<file path="src/tc8_regs.svh">
/*
 * Named constants for the 8-bit timer/counter with one compare channel:
 * count limits, compare output action codes, clock select codes and prescaler taps.
 * Assumes it is included by bare name from the package only, ahead of the design modules.
 */
`ifndef TC8_REGS_SVH
`define TC8_REGS_SVH

// count limits
`define TC8_BOTTOM        8'h00
`define TC8_MAX           8'hFF
`define TC8_ONE           8'h01

// compare output action codes
`define TC8_ACT_NONE      2'h0
`define TC8_ACT_TOGGLE    2'h1
`define TC8_ACT_CLEAR     2'h2
`define TC8_ACT_SET       2'h3

// clock select codes
`define TC8_CS_STOP       3'h0
`define TC8_CS_DIV1       3'h1
`define TC8_CS_DIV8       3'h2
`define TC8_CS_DIV32      3'h3
`define TC8_CS_DIV64      3'h4
`define TC8_CS_DIV128     3'h5
`define TC8_CS_DIV256     3'h6
`define TC8_CS_DIV1024    3'h7

// prescaler terminal counts (divisor minus one)
`define TC8_PRE_WIDTH     10
`define TC8_PRE_DIV8      10'h007
`define TC8_PRE_DIV32     10'h01F
`define TC8_PRE_DIV64     10'h03F
`define TC8_PRE_DIV128    10'h07F
`define TC8_PRE_DIV256    10'h0FF
`define TC8_PRE_DIV1024   10'h3FF
`define TC8_PRE_ZERO      10'h000
`define TC8_PRE_ONE       10'h001

`endif

</file>
<file path="src/tc8_pkg.sv">
/*
 * Types shared by the timer/counter modules.
 * Assumes tc8_regs.svh sits in the same folder.
 */
`include "tc8_regs.svh"

package tc8_pkg;

    typedef logic [7:0] tc8_byte_t;

    // enum order gives the two-bit mode field encoding
    typedef enum logic [1:0]
    {
        tc8_normal,
        tc8_phase_pwm,
        tc8_clear_on_match_mode,
        tc8_fast_pwm
    } tc8_mode_t;

    // pwm modes use the buffered compare value
    function automatic logic tc8_is_pwm(input tc8_mode_t mode);
        return (mode == tc8_phase_pwm) || (mode == tc8_fast_pwm);
    endfunction : tc8_is_pwm

endpackage : tc8_pkg

</file>
<file path="src/tc8_timer.sv">
/*
 * 8-bit timer/counter with one output compare channel: counter unit,
 * mode sequencing, comparator, double-buffered compare value, flags,
 * forced compare, match blocking after counter writes and compare output.
 * Assumes the processor side drives one-cycle write strobes on clock and
 * that the oscillator pin is asynchronous to clock.
 */
// Notes on behaviour
// - each timer tick clears, increments or decrements the counter per mode
// - clock select zero stops the counter completely
// - processor may read and write the counter at any time
// - a counter write beats any clear or count in the same cycle
// - tick from io clock by default, from oscillator pin when async select set
// - the two-bit waveform mode field sets the counting sequence
// - overflow flag set where the mode says; it can request an interrupt
// - counter equal to compare value sets compare flag on the next tick
// - enabled compare flag requests interrupt; cleared by ack or writing one
// - each request is visible as a flag and masked individually
// - compare value buffered in pwm modes, updated only at top (max)
// - buffered: writes reach the buffer; otherwise the active compare value
// - waveform uses match, mode, action, plus force and bottom events and count direction
// - force strobe in non-pwm modes acts on output only, no flag, no clear
// - any counter write blocks compare flag and output matches in the next timer tick; clear-on-match mode still clears the counter
// - compare output keeps its value across mode changes
// - output action changes take effect at once, no buffering
// - bottom is 0x00, max is 0xFF, top is max or compare value
// - normal mode counts up, wraps max to zero, overflow as it becomes zero
// - clear-on-match mode clears the counter on a match; compare value is top
// - fast pwm counts bottom to max; clear on match, set at bottom or reverse
// - action zero leaves the output alone on a match in every mode
`timescale 1ns/1ps

module tc8_timer
    import tc8_pkg::*;
(
    input  wire logic       clock,
    input  wire logic       nrst,
    input  wire logic       clock_enable,
    // control fields
    input  wire logic [1:0] waveform_mode_select,
    input  wire logic [1:0] compare_output_action,
    input  wire logic [2:0] clock_select,
    input  wire logic       async_clock_select,
    input  wire logic       force_compare_strobe,
    // counter access
    input  wire logic       counter_write,
    input  wire logic [7:0] counter_wdata,
    output logic      [7:0] counter_value,
    // compare value access
    input  wire logic       compare_write,
    input  wire logic [7:0] compare_wdata,
    output logic      [7:0] compare_value,
    output logic      [7:0] compare_active,
    // flags, masks and requests
    input  wire logic       compare_irq_enable,
    input  wire logic       overflow_irq_enable,
    input  wire logic       compare_flag_write_one,
    input  wire logic       overflow_flag_write_one,
    input  wire logic       compare_irq_ack,
    input  wire logic       overflow_irq_ack,
    output logic            compare_flag,
    output logic            overflow_flag,
    output logic            compare_irq,
    output logic            overflow_irq,
    // pins
    input  wire logic       osc_pin_in,
    output logic            osc_pin_out,
    output logic            compare_output
);

    tc8_mode_t  mode;
    logic       timer_tick;
    logic       counting_down;
    logic       match_block;
    logic [7:0] compare_buffer;
    logic [7:0] next_counter;
    logic       next_down;
    logic       is_pwm;
    logic       at_bottom;
    logic       at_max;
    logic       at_top;
    logic       match;
    logic       match_event;
    logic       force_event;
    logic       bottom_event;
    logic       overflow_event;
    logic       buffer_load;
    logic       compare_clear;
    logic       overflow_clear;

    ////////////////////////////////////////////////////////////////////////
    // tick generation
    tc8_prescale u_prescale
    (
        .clock              (clock),
        .nrst               (nrst),
        .clock_enable       (clock_enable),
        .clock_select       (clock_select),
        .async_clock_select (async_clock_select),
        .osc_pin_in         (osc_pin_in),
        .osc_pin_out        (osc_pin_out),
        .timer_tick         (timer_tick)
    );

    ////////////////////////////////////////////////////////////////////////
    // mode and extreme-value decoding
    assign mode      = tc8_mode_t'(waveform_mode_select);
    assign is_pwm    = tc8_is_pwm(mode);
    assign at_bottom = (counter_value == `TC8_BOTTOM);
    assign at_max    = (counter_value == `TC8_MAX);
    // top is the compare value in clear-on-match mode, max elsewhere
    assign at_top    = (mode == tc8_clear_on_match_mode) ? (counter_value == compare_active) : at_max;

    // comparator runs continuously against the active value
    assign match = (counter_value == compare_active);

    // a match acts on the tick, unless a counter write blocked it
    assign match_event = timer_tick && match && !match_block && !counter_write;

    // forced match only exists outside the pwm modes
    assign force_event = force_compare_strobe && !is_pwm;

    // bottom of the fast pwm ramp: the tick that wraps max to zero
    assign bottom_event = timer_tick && !counter_write && (mode == tc8_fast_pwm) && at_max;

    ////////////////////////////////////////////////////////////////////////
    // overflow point per mode
    always_comb
    begin
        case (mode)
            tc8_phase_pwm:
                overflow_event = timer_tick && !counter_write && counting_down
                                 && (counter_value == `TC8_ONE);
            default:
                // counter goes max to zero on this tick
                overflow_event = timer_tick && !counter_write && at_max;
        endcase
    end

    // buffered value moves across at top of the count only
    assign buffer_load = timer_tick && is_pwm && at_max;

    ////////////////////////////////////////////////////////////////////////
    // counter next value and direction per mode
    always_comb
    begin
        next_counter = counter_value;
        next_down    = counting_down;
        case (mode)
            tc8_normal:
                next_counter = counter_value + `TC8_ONE;
            tc8_clear_on_match_mode:
                // clear on match, else keep counting up
                next_counter = match ? `TC8_BOTTOM : counter_value + `TC8_ONE;
            tc8_fast_pwm:
                next_counter = at_max ? `TC8_BOTTOM : counter_value + `TC8_ONE;
            tc8_phase_pwm:
            begin
                // dual slope: turn round at max and at bottom
                if (at_max)
                    next_down = 1'b1;
                else if (at_bottom)
                    next_down = 1'b0;
                if (at_max || (counting_down && !at_bottom))
                    next_counter = counter_value - `TC8_ONE;
                else
                    next_counter = counter_value + `TC8_ONE;
            end
            default:
                next_counter = counter_value;
        endcase
    end

    ////////////////////////////////////////////////////////////////////////
    // counter register: processor write first, then the tick
    always_ff @(posedge clock or negedge nrst)
    begin
        if (!nrst)
        begin
            counter_value <= `TC8_BOTTOM;
            counting_down <= 1'b0;
        end
        else if (clock_enable)
        begin
            if (counter_write)
                counter_value <= counter_wdata;
            else if (timer_tick)
            begin
                counter_value <= next_counter;
                counting_down <= next_down;
            end
            if (mode != tc8_phase_pwm)
                counting_down <= 1'b0;
        end
    end

    ////////////////////////////////////////////////////////////////////////
    // match blocking: armed by a counter write, spent by the next tick
    always_ff @(posedge clock or negedge nrst)
    begin
        if (!nrst)
            match_block <= 1'b0;
        else if (clock_enable)
        begin
            if (counter_write)
                match_block <= 1'b1;
            else if (timer_tick)
                match_block <= 1'b0;
        end
    end

    ////////////////////////////////////////////////////////////////////////
    // compare value: buffer and active register
    always_ff @(posedge clock or negedge nrst)
    begin
        if (!nrst)
        begin
            compare_buffer <= `TC8_BOTTOM;
            compare_active <= `TC8_BOTTOM;
        end
        else if (clock_enable)
        begin
            if (compare_write)
                compare_buffer <= compare_wdata;
            if (compare_write && !is_pwm)
                compare_active <= compare_wdata;
            else if (buffer_load)
                compare_active <= compare_buffer;
        end
    end

    // processor view: the buffer, which tracks active when unbuffered
    assign compare_value = compare_buffer;

    ////////////////////////////////////////////////////////////////////////
    // flags: hardware set wins over ack or write-one clear
    assign compare_clear  = compare_flag_write_one || compare_irq_ack;
    assign overflow_clear = overflow_flag_write_one || overflow_irq_ack;

    always_ff @(posedge clock or negedge nrst)
    begin
        if (!nrst)
        begin
            compare_flag  <= 1'b0;
            overflow_flag <= 1'b0;
        end
        else if (clock_enable)
        begin
            if (match_event)
                compare_flag <= 1'b1;
            else if (compare_clear)
                compare_flag <= 1'b0;
            if (overflow_event)
                overflow_flag <= 1'b1;
            else if (overflow_clear)
                overflow_flag <= 1'b0;
        end
    end

    // per-source masking of requests
    assign compare_irq  = compare_flag && compare_irq_enable;
    assign overflow_irq = overflow_flag && overflow_irq_enable;

    ////////////////////////////////////////////////////////////////////////
    // waveform generator
    tc8_wavegen u_wavegen
    (
        .clock                 (clock),
        .nrst                  (nrst),
        .clock_enable          (clock_enable),
        .mode                  (mode),
        .compare_output_action (compare_output_action),
        .match_event           (match_event),
        .force_event           (force_event),
        .bottom_event          (bottom_event),
        .counting_down         (counting_down),
        .compare_output        (compare_output)
    );

endmodule : tc8_timer

</file>
<file path="src/tc8_prescale.sv">
/*
 * Tick source: picks the io clock or the synchronised oscillator pin,
 * divides it by the selected factor and gives a one-cycle timer tick.
 * Assumes osc_pin_in is asynchronous to clock and much slower than it.
 */
`timescale 1ns/1ps

module tc8_prescale
    import tc8_pkg::*;
(
    input  wire logic       clock,
    input  wire logic       nrst,
    input  wire logic       clock_enable,
    input  wire logic [2:0] clock_select,
    input  wire logic       async_clock_select,
    input  wire logic       osc_pin_in,
    output logic            osc_pin_out,
    output logic            timer_tick
);

    logic                       osc_meta;
    logic                       osc_sync;
    logic                       osc_prev;
    logic [`TC8_PRE_WIDTH-1:0]  prescale;
    logic [`TC8_PRE_WIDTH-1:0]  terminal;
    logic                       source_edge;
    logic                       at_terminal;

    ////////////////////////////////////////////////////////////////////////
    // two-flop synchroniser, then edge memory on the clean copy
    always_ff @(posedge clock or negedge nrst)
    begin
        if (!nrst)
        begin
            osc_meta <= 1'b0;
            osc_sync <= 1'b0;
            osc_prev <= 1'b0;
        end
        else if (clock_enable)
        begin
            osc_meta <= osc_pin_in;
            osc_sync <= osc_meta;
            osc_prev <= osc_sync;
        end
    end

    // source pulse: every io cycle, or each rising oscillator edge
    assign source_edge = async_clock_select ? (osc_sync & ~osc_prev) : 1'b1;
    assign osc_pin_out = ~osc_prev;  // inverted feedback for the crystal

    // terminal count per clock select
    always_comb
    begin
        case (clock_select)
            `TC8_CS_DIV8:    terminal = `TC8_PRE_DIV8;
            `TC8_CS_DIV32:   terminal = `TC8_PRE_DIV32;
            `TC8_CS_DIV64:   terminal = `TC8_PRE_DIV64;
            `TC8_CS_DIV128:  terminal = `TC8_PRE_DIV128;
            `TC8_CS_DIV256:  terminal = `TC8_PRE_DIV256;
            `TC8_CS_DIV1024: terminal = `TC8_PRE_DIV1024;
            default:         terminal = `TC8_PRE_ZERO;
        endcase
    end

    assign at_terminal = (prescale >= terminal);

    ////////////////////////////////////////////////////////////////////////
    // prescaler counter; stopped select holds it cleared
    always_ff @(posedge clock or negedge nrst)
    begin
        if (!nrst)
            prescale <= `TC8_PRE_ZERO;
        else if (clock_enable)
        begin
            if (clock_select == `TC8_CS_STOP)
                prescale <= `TC8_PRE_ZERO;
            else if (source_edge)
                prescale <= at_terminal ? `TC8_PRE_ZERO : prescale + `TC8_PRE_ONE;
        end
    end

    // no tick at all while stopped
    assign timer_tick = clock_enable && (clock_select != `TC8_CS_STOP)
                        && source_edge && at_terminal;

endmodule : tc8_prescale

</file>
<file path="src/tc8_wavegen.sv">
/*
 * Waveform generator: holds the compare output register and updates it
 * on matches, forced matches and the bottom of the count.
 * Assumes match and bottom events are one-cycle pulses on the same clock.
 */
`timescale 1ns/1ps

module tc8_wavegen
    import tc8_pkg::*;
(
    input  wire logic       clock,
    input  wire logic       nrst,
    input  wire logic       clock_enable,
    input  tc8_mode_t       mode,
    input  wire logic [1:0] compare_output_action,
    input  wire logic       match_event,
    input  wire logic       force_event,
    input  wire logic       bottom_event,
    input  wire logic       counting_down,
    output logic            compare_output
);

    logic next_compare_output;

    ////////////////////////////////////////////////////////////////////////
    // output decision per mode and action
    always_comb
    begin
        next_compare_output = compare_output;
        case (mode)
            tc8_fast_pwm:
            begin
                // match first, bottom last so bottom wins on a shared tick
                if (match_event && compare_output_action == `TC8_ACT_CLEAR)
                    next_compare_output = 1'b0;
                if (match_event && compare_output_action == `TC8_ACT_SET)
                    next_compare_output = 1'b1;
                if (bottom_event && compare_output_action == `TC8_ACT_CLEAR)
                    next_compare_output = 1'b1;
                if (bottom_event && compare_output_action == `TC8_ACT_SET)
                    next_compare_output = 1'b0;
            end
            tc8_phase_pwm:
            begin
                // clear on up-count match, set on down-count match (non-inverting)
                if (match_event && compare_output_action == `TC8_ACT_CLEAR)
                    next_compare_output = counting_down;
                if (match_event && compare_output_action == `TC8_ACT_SET)
                    next_compare_output = ~counting_down;
            end
            default:
            begin
                // non-pwm: real or forced match set, clear or toggle
                if (match_event || force_event)
                begin
                    case (compare_output_action)
                        `TC8_ACT_TOGGLE: next_compare_output = ~compare_output;
                        `TC8_ACT_CLEAR:  next_compare_output = 1'b0;
                        `TC8_ACT_SET:    next_compare_output = 1'b1;
                        default:         next_compare_output = compare_output;
                    endcase
                end
            end
        endcase
    end

    // action field is read live, never buffered
    always_ff @(posedge clock or negedge nrst)
    begin
        if (!nrst)
            compare_output <= 1'b0;
        else if (clock_enable)
            compare_output <= next_compare_output;
    end

endmodule : tc8_wavegen

</file>
<file path="config.mk">
export PLATFORM = sky130hd
export DESIGN_NAME = tc8_timer
export DESIGN_NICKNAME = d
export VERILOG_FILES = /design/src/tc8_pkg.sv /design/src/tc8_timer.sv /design/src/tc8_prescale.sv /design/src/tc8_wavegen.sv
export VERILOG_INCLUDE_DIRS = /design/src
export SDC_FILE = /design/constraint.sdc
export NUM_CORES = 1
export LEC_CHECK = 0
export CORE_MARGIN = 3
export CORE_UTILIZATION = 59
export CTS_CLUSTER_DIAMETER = 150
export CTS_CLUSTER_SIZE = 20
export DETAILED_ROUTE_END_ITERATION = 10
export DONT_BUFFER_PORTS = 1
export PLACE_DENSITY = 0.76
export SYNTH_ARGS = -nofsm -noshare
export SYNTH_HDL_FRONTEND = slang
export SYNTH_SLANG_ARGS = --single-unit
export TNS_END_PERCENT = 30
</file>
<file path="constraint.sdc">
create_clock -name clock -period 4.15 [get_ports clock]
set_input_delay 1.245 -clock clock [delete_from_list [all_inputs] [get_ports clock]]
set_output_delay 1.245 -clock clock [all_outputs]
set_load 0.03 [all_outputs]
</file>
Word level (Yosys, flattened, before mapping)
Index checks and enable logic that the tools add are counted.

storage, ports and cells
  register bits = 42
  input bits = 37
  output and inout port bits = 30

cells by class
  $add $sub $neg = 3
  magnitude comparators = 1
  equality and inequality tests = 19
  multiplexer cells = 35
  bitwise operators = 4
  reduce and logical (&&, ||, !) cells = 54

operators by type and width
  cell                                                 number
  one-hot mux 10 bit (6 select lines)                  1
  2-to-1 mux 8 bit                                     7
  one-hot mux 8 bit (4 select lines)                   1
  2-to-1 mux 10 bit                                    3
  logical AND 1 bit                                    23
  2-to-1 mux 1 bit                                     21
  nonzero test 2 bit                                   7
  equality test 3 bit, second input constant           4
  AND reduction 2 bit                                  6
  adder 10 x 1 -> 10 bit, second input constant        1
  >= comparator 10 bit                                 1
  AND reduction 5 bit                                  2
  nonzero test 3 bit                                   3
  adder 8 x 1 -> 8 bit, second input constant          1
  equality test 2 bit, second input constant           4
  equality test 8 x 1 -> 1 bit, second input constant  1
  equality test 8 bit                                  1
  equality test 8 bit, second input constant           1
  logical NOT 8 bit                                    1
  subtractor 8 x 1 -> 8 bit, second input constant     1
  equality test 3 x 2 -> 1 bit, second input constant  2
  logical OR 1 bit                                     5
  != test 5 x 1 -> 1 bit, second input constant        1
  nonzero test 5 bit                                   1
  other kinds (10)                                     17

Depth between registers and ports, before layout
  depth after elaboration = 14
  depth in mapped cells = 10
  mapped depth without buffers = 9

Hierarchy
Synthesis repeated with hierarchy kept, for this count alone.

unflattened totals
  cell total of the unflattened synthesis = 331
  area total of the unflattened synthesis = 3,015.4 sq um

modules (own cells, without submodules)
  module        times used  cells each  area an instance (sq um)  seq. area each (sq um)
  tc8_timer     1           216         1,955.6                   700.7
  tc8_prescale  1           99          932.1                     325.3
  tc8_wavegen   1           16          127.6                     25.0

Least setup slack after synthesis
OpenSTA, ideal clock, no wires.

  path kind = in2reg
  start point = in clock_select[0]
  end point = reg compare_active[0]
  arrival time = 3,149 ps
  required time = 4,025 ps
  path slack = 877 ps
  stages on the path = 9
  path buffers = 1
  path through = a21oi_1 ha_1 a21oi_1 a211oi_1 or3_1 o21ai_0 a21o_1 clkbuf_1 mux2_2

on the way
  cells in the longest elaborated chain, start to end = 8
  elaborated cells between the ends (all ways) = 16
  classes of those cells = order compare (1); eq/ne (6); mux (1); reduce/logical (8)

RTL lines
  item                                                                      RTL line                                source
  start, declared                                                           tc8_timer.sv:42                         input wire logic [2:0] clock_select,
  equality test 3 bit (tied with other cells)                               tc8_prescale.sv:54                      case (clock_select)
  one-hot mux 10 bit (6 select lines) or logical AND 1 bit (tied branches)  tc8_prescale.sv:54, tc8_prescale.sv:83
  >= comparator 10 bit or logical AND 1 bit (tied branches)                 tc8_prescale.sv:65, tc8_prescale.sv:83
  logical AND 1 bit *                                                       tc8_prescale.sv:83                      assign timer_tick = clock_enable && (clock_select != `TC8_CS_STOP)
  logical AND 1 bit * (2 in a row)                                          tc8_timer.sv:141                        assign buffer_load = timer_tick && is_pwm && at_max;
  nonzero test 2 bit (no line) *                                            -
  AND reduction 2 bit (no line) *                                           -
  end signal, assigned                                                      tc8_timer.sv:219                        compare_active <= `TC8_BOTTOM;
  end signal, assigned                                                      tc8_timer.sv:226                        compare_active <= compare_wdata;
  end signal, assigned                                                      tc8_timer.sv:228                        compare_active <= compare_buffer;
  end, declared                                                             tc8_timer.sv:53                         output logic [7:0] compare_active,

Every way passes the cells marked *; elsewhere a longest branch is shown, timed or not.
A chain may end at the register's enable or synchronous reset.

Final worst setup path
  start point = in clock_select[0]
  end point = reg compare_active[7]

Same word-level chain as after synthesis.

==> metrics.md <==
| Metric | Value |
|---|---|
| Nets@finish | 374 |
| Mean Syn Cell Area | 9.36 um2 |
| Fillers | 416 |
| Max-cap violations | 0 |
| H-tree depth | 2 |
| Hold Buf Count CTS | 0 |
| WHS Path Cells | 1 |
| Clk sinks | 42 |
| Req. time, crit path | 4.34 ns |
| Residual DRC count | 0 |
| Post-CTS setup buffer count | 0 |
| P_leak | 1.38 nW |
| CP top delay family | compound AO/OA/AOI/OAI gates |
| RSZ-0062 raised after global routing | false |
| Unique masters post-synth | 58 |
| Asr flop ratio synth | 100% |
| Die width | 77.5 um |
| Worst path depth | 8 |
| Count leader, synth | dfrtp_1 |
| Worst setup SP type | input pin |
| TritonCTS clock tree | done |
| IO Count | 67 |
| PwrDens | 428 mW/mm2 |
| GRT Residual Overflow | 0 |
| FP Rows | 25 |
| Multi-input logic area | 0.00180 mm2 |
| Buf/Inv on CP | 0 |
| Area Overhead vs Synth | 5.02% |
| Die area | 0.00600 mm2 |
| First-pass GRT wire length | 11.2 mm |
| DR pass1 iterations | 4 |
| Worst vdd ir | 0.260 mV |
| Vias per Instance | 6.34 |
| Post-detailed-route wirelength per cell | 17.7 um |
| GPL Wtd Cong | 0.917 |
| IO buf count | 0 |
| Core area | 0.00482 mm2 |
| Starting Density | 62.5% |
| Die height | 77.5 um |
| Hpwl dp | 5.08 mm |
| Reg clk slew, reported paths | 0.08 ns |
| Fmax | 323 MHz |
| Critical Path AT | 3.28 ns |
| Largest net degree at the start of global routing | 43 |
| Power, Total | 1.35 mW |
| Synthesized instance count | 322 |
| Yosys reg bits | 42 |
| Register area | 0.00105 mm2 |
| Synth area leader | dfrtp_1 |
| Synth Warn # | 0 |
| Worst Reg2Reg Path Length in Cells | 6 |
| Clk buf depth | 2 |
| Top-area cell type share of the netlist area | 34.9% |
| Final Cycle Share | 74.6% |
| Initial antenna violation count | 0 |
| Root Buffer | clkbuf_8 |
| Crit path max fanout | 8 |
| Num CTS Buffers | 5 |
| Share of layout cells above drive strength 1 | 16.5% |
| Post-synth EDFFs | 0 |
| Final ANT Viol Nets | 0 |
| Clock Skews | 0.00518 ns |
| Synth area leaders | dfrtp_1 35%, mux2_2 11%, ha_1 7.1% |
| Status | finished clean |
| Via count | 2458 |
| Final number of hold-violating endpoints | 0 |
| Vias in the first global route | 2324 |
| Critical path's slowest cell | mux2_2 |
| Register area share after synthesis | 34.9% |
| Crit end category | flop |
| Setup TNS | 0 ns |
| Diode count | 0 |
| Critical path class | in -> reg |
| 1st-iter DRT viols | 218 |
| Worst min-delay path class | reg -> reg |
| Tmin final | 3.10 ns |
| Worst Tran Pin Value | 0.689 ns |
| CTS-repair resized insts | 0 |
| Top_reg_cell synth | dfrtp_1 |
| Crit-path max cell delay | 0.38 ns |
| Worst path cell trace | a21oi_1 -> ha_1 -> a21oi_1 -> a211oi_1 -> or3_1 -> o21ai_0 -> a21o_1 -> mux2_2 |
| Final setup vio count | 0 |
| Total GRT Usage | 23.4% |
| Post-Syn Nets | 376 |
| Syn Std Cell Area | 0.00301 mm2 |
| Worst slew margin | 52.9% |
| Worst skew pair latency | 0.30 ns |
| Commonest cells post-synth | 42 x dfrtp_1, 30 x mux2_2, 25 x inv_1, 21 x nand3_1, 20 x a21oi_1 |
| Final core occ | 65.7% |
| Final Slew Violations | 0 |
| Post-Route WL | 6.86 mm |
| Critical Path Most Common Cell | a21oi_1 |
==> where the power goes <==
group	total (mW)	switching, mW	internal [mW]
Clock	0.327	0.147	0.180
Sequential	0.706	0.228	0.478
Combinational	0.321	0.159	0.162
==> placed cells by master, fill, tap and decap left out, drive strengths merged, types with 13 or more instances in the layout <==
cell   instances
dfrtp         42
ha            17
nor2          13
a21oi         20
nand2         20
mux2          30
inv           25
nand3         21
o21ai         16
==> layer usage <==
layer | global-route usage [%] | part of all wire [%] | up-vias
li1 | - | - | 1164
met1 | 32.4 | 43 | 1166
met2 | 35.8 | 45 | 114
met3 | 5.68 | 10 | 14
met4 | 7.65 | 1.9 | 0
met5 | 0 | 0 | -
==> state kept, by name, summed over array words and instances, names as in the netlist <==
signal / count
counting_down: 1
u_prescale.osc_meta: 1
match_block: 1
compare_value: 8
u_prescale.prescale: 10
counter_value: 8
u_prescale.osc_sync: 1
compare_flag: 1
overflow_flag: 1
u_prescale.osc_prev: 1
u_wavegen.compare_output: 1
compare_active: 8
==> area by class of cell <==
| cell class | count | share of cell area [%] |
|---|---|---|
| Inverter | 25 | 2.97 |
| Multi-Input combinational cell | 243 | 57.0 |
| Clock buffer | 6 | 2.29 |
| Timing Repair Buffer | 3 | 0.712 |
| Tap cell | 67 | 2.65 |
| Sequential cell | 42 | 33.2 |
| Clock inverter | 2 | 1.19 |
==> worst register-to-register path: cells and delay by family, from the launching register on <==
kind,cells,cell delay [ns]
xor+xnor,1,0.15
compound gates,3,0.78
flops,1,0.77
simple gates,2,1.04
==> final timing paths <==
path	startpoint	slack [ns]	to
min in group asynchronous	nrst	0.63	u_prescale.prescale[1]
max	clock_select[0]	1.05	compare_active[7]
min	u_prescale.osc_meta	0.51	u_prescale.osc_meta
max reg2reg	counter_value[7]	1.31	counter_value[5]
max in group asynchronous	nrst	3.43	compare_value[4]
min reg2reg	u_prescale.osc_meta	0.51	u_prescale.osc_meta
==> cells by family (layout without fill, tap and decap cells) <==
| kind of cell | after synthesis | after routing | synth area share [%] |
|---|---|---|---|
| AOI/OAI and AO/OA | 76 | 76 | 17.4 |
| xor gates and xnor gates | 16 | 16 | 4.65 |
| adders and majority gates | 17 | 17 | 7.06 |
| buffers and inverters | 37 | 36 | 5.27 |
| DFF | 42 | 42 | 34.9 |
| muxes | 36 | 36 | 13.2 |
| and+or+nand+nor | 98 | 98 | 17.6 |
==> stage by stage <==
step	instances	cell area [um2]	setup WS, ns	hold slack (ns)
6_report	388	3160	1.05	0.515
4_1_cts	388	3160	1.06	0.514
3_3_place_gp	380	3050	0.768	0.494
5_1_grt	388	3160	0.928	0.544
3_5_place_dp	380	3050	0.747	0.494
2_1_floorplan	322	3010	0.877	0.463
(Power assumes the default switching activity.)
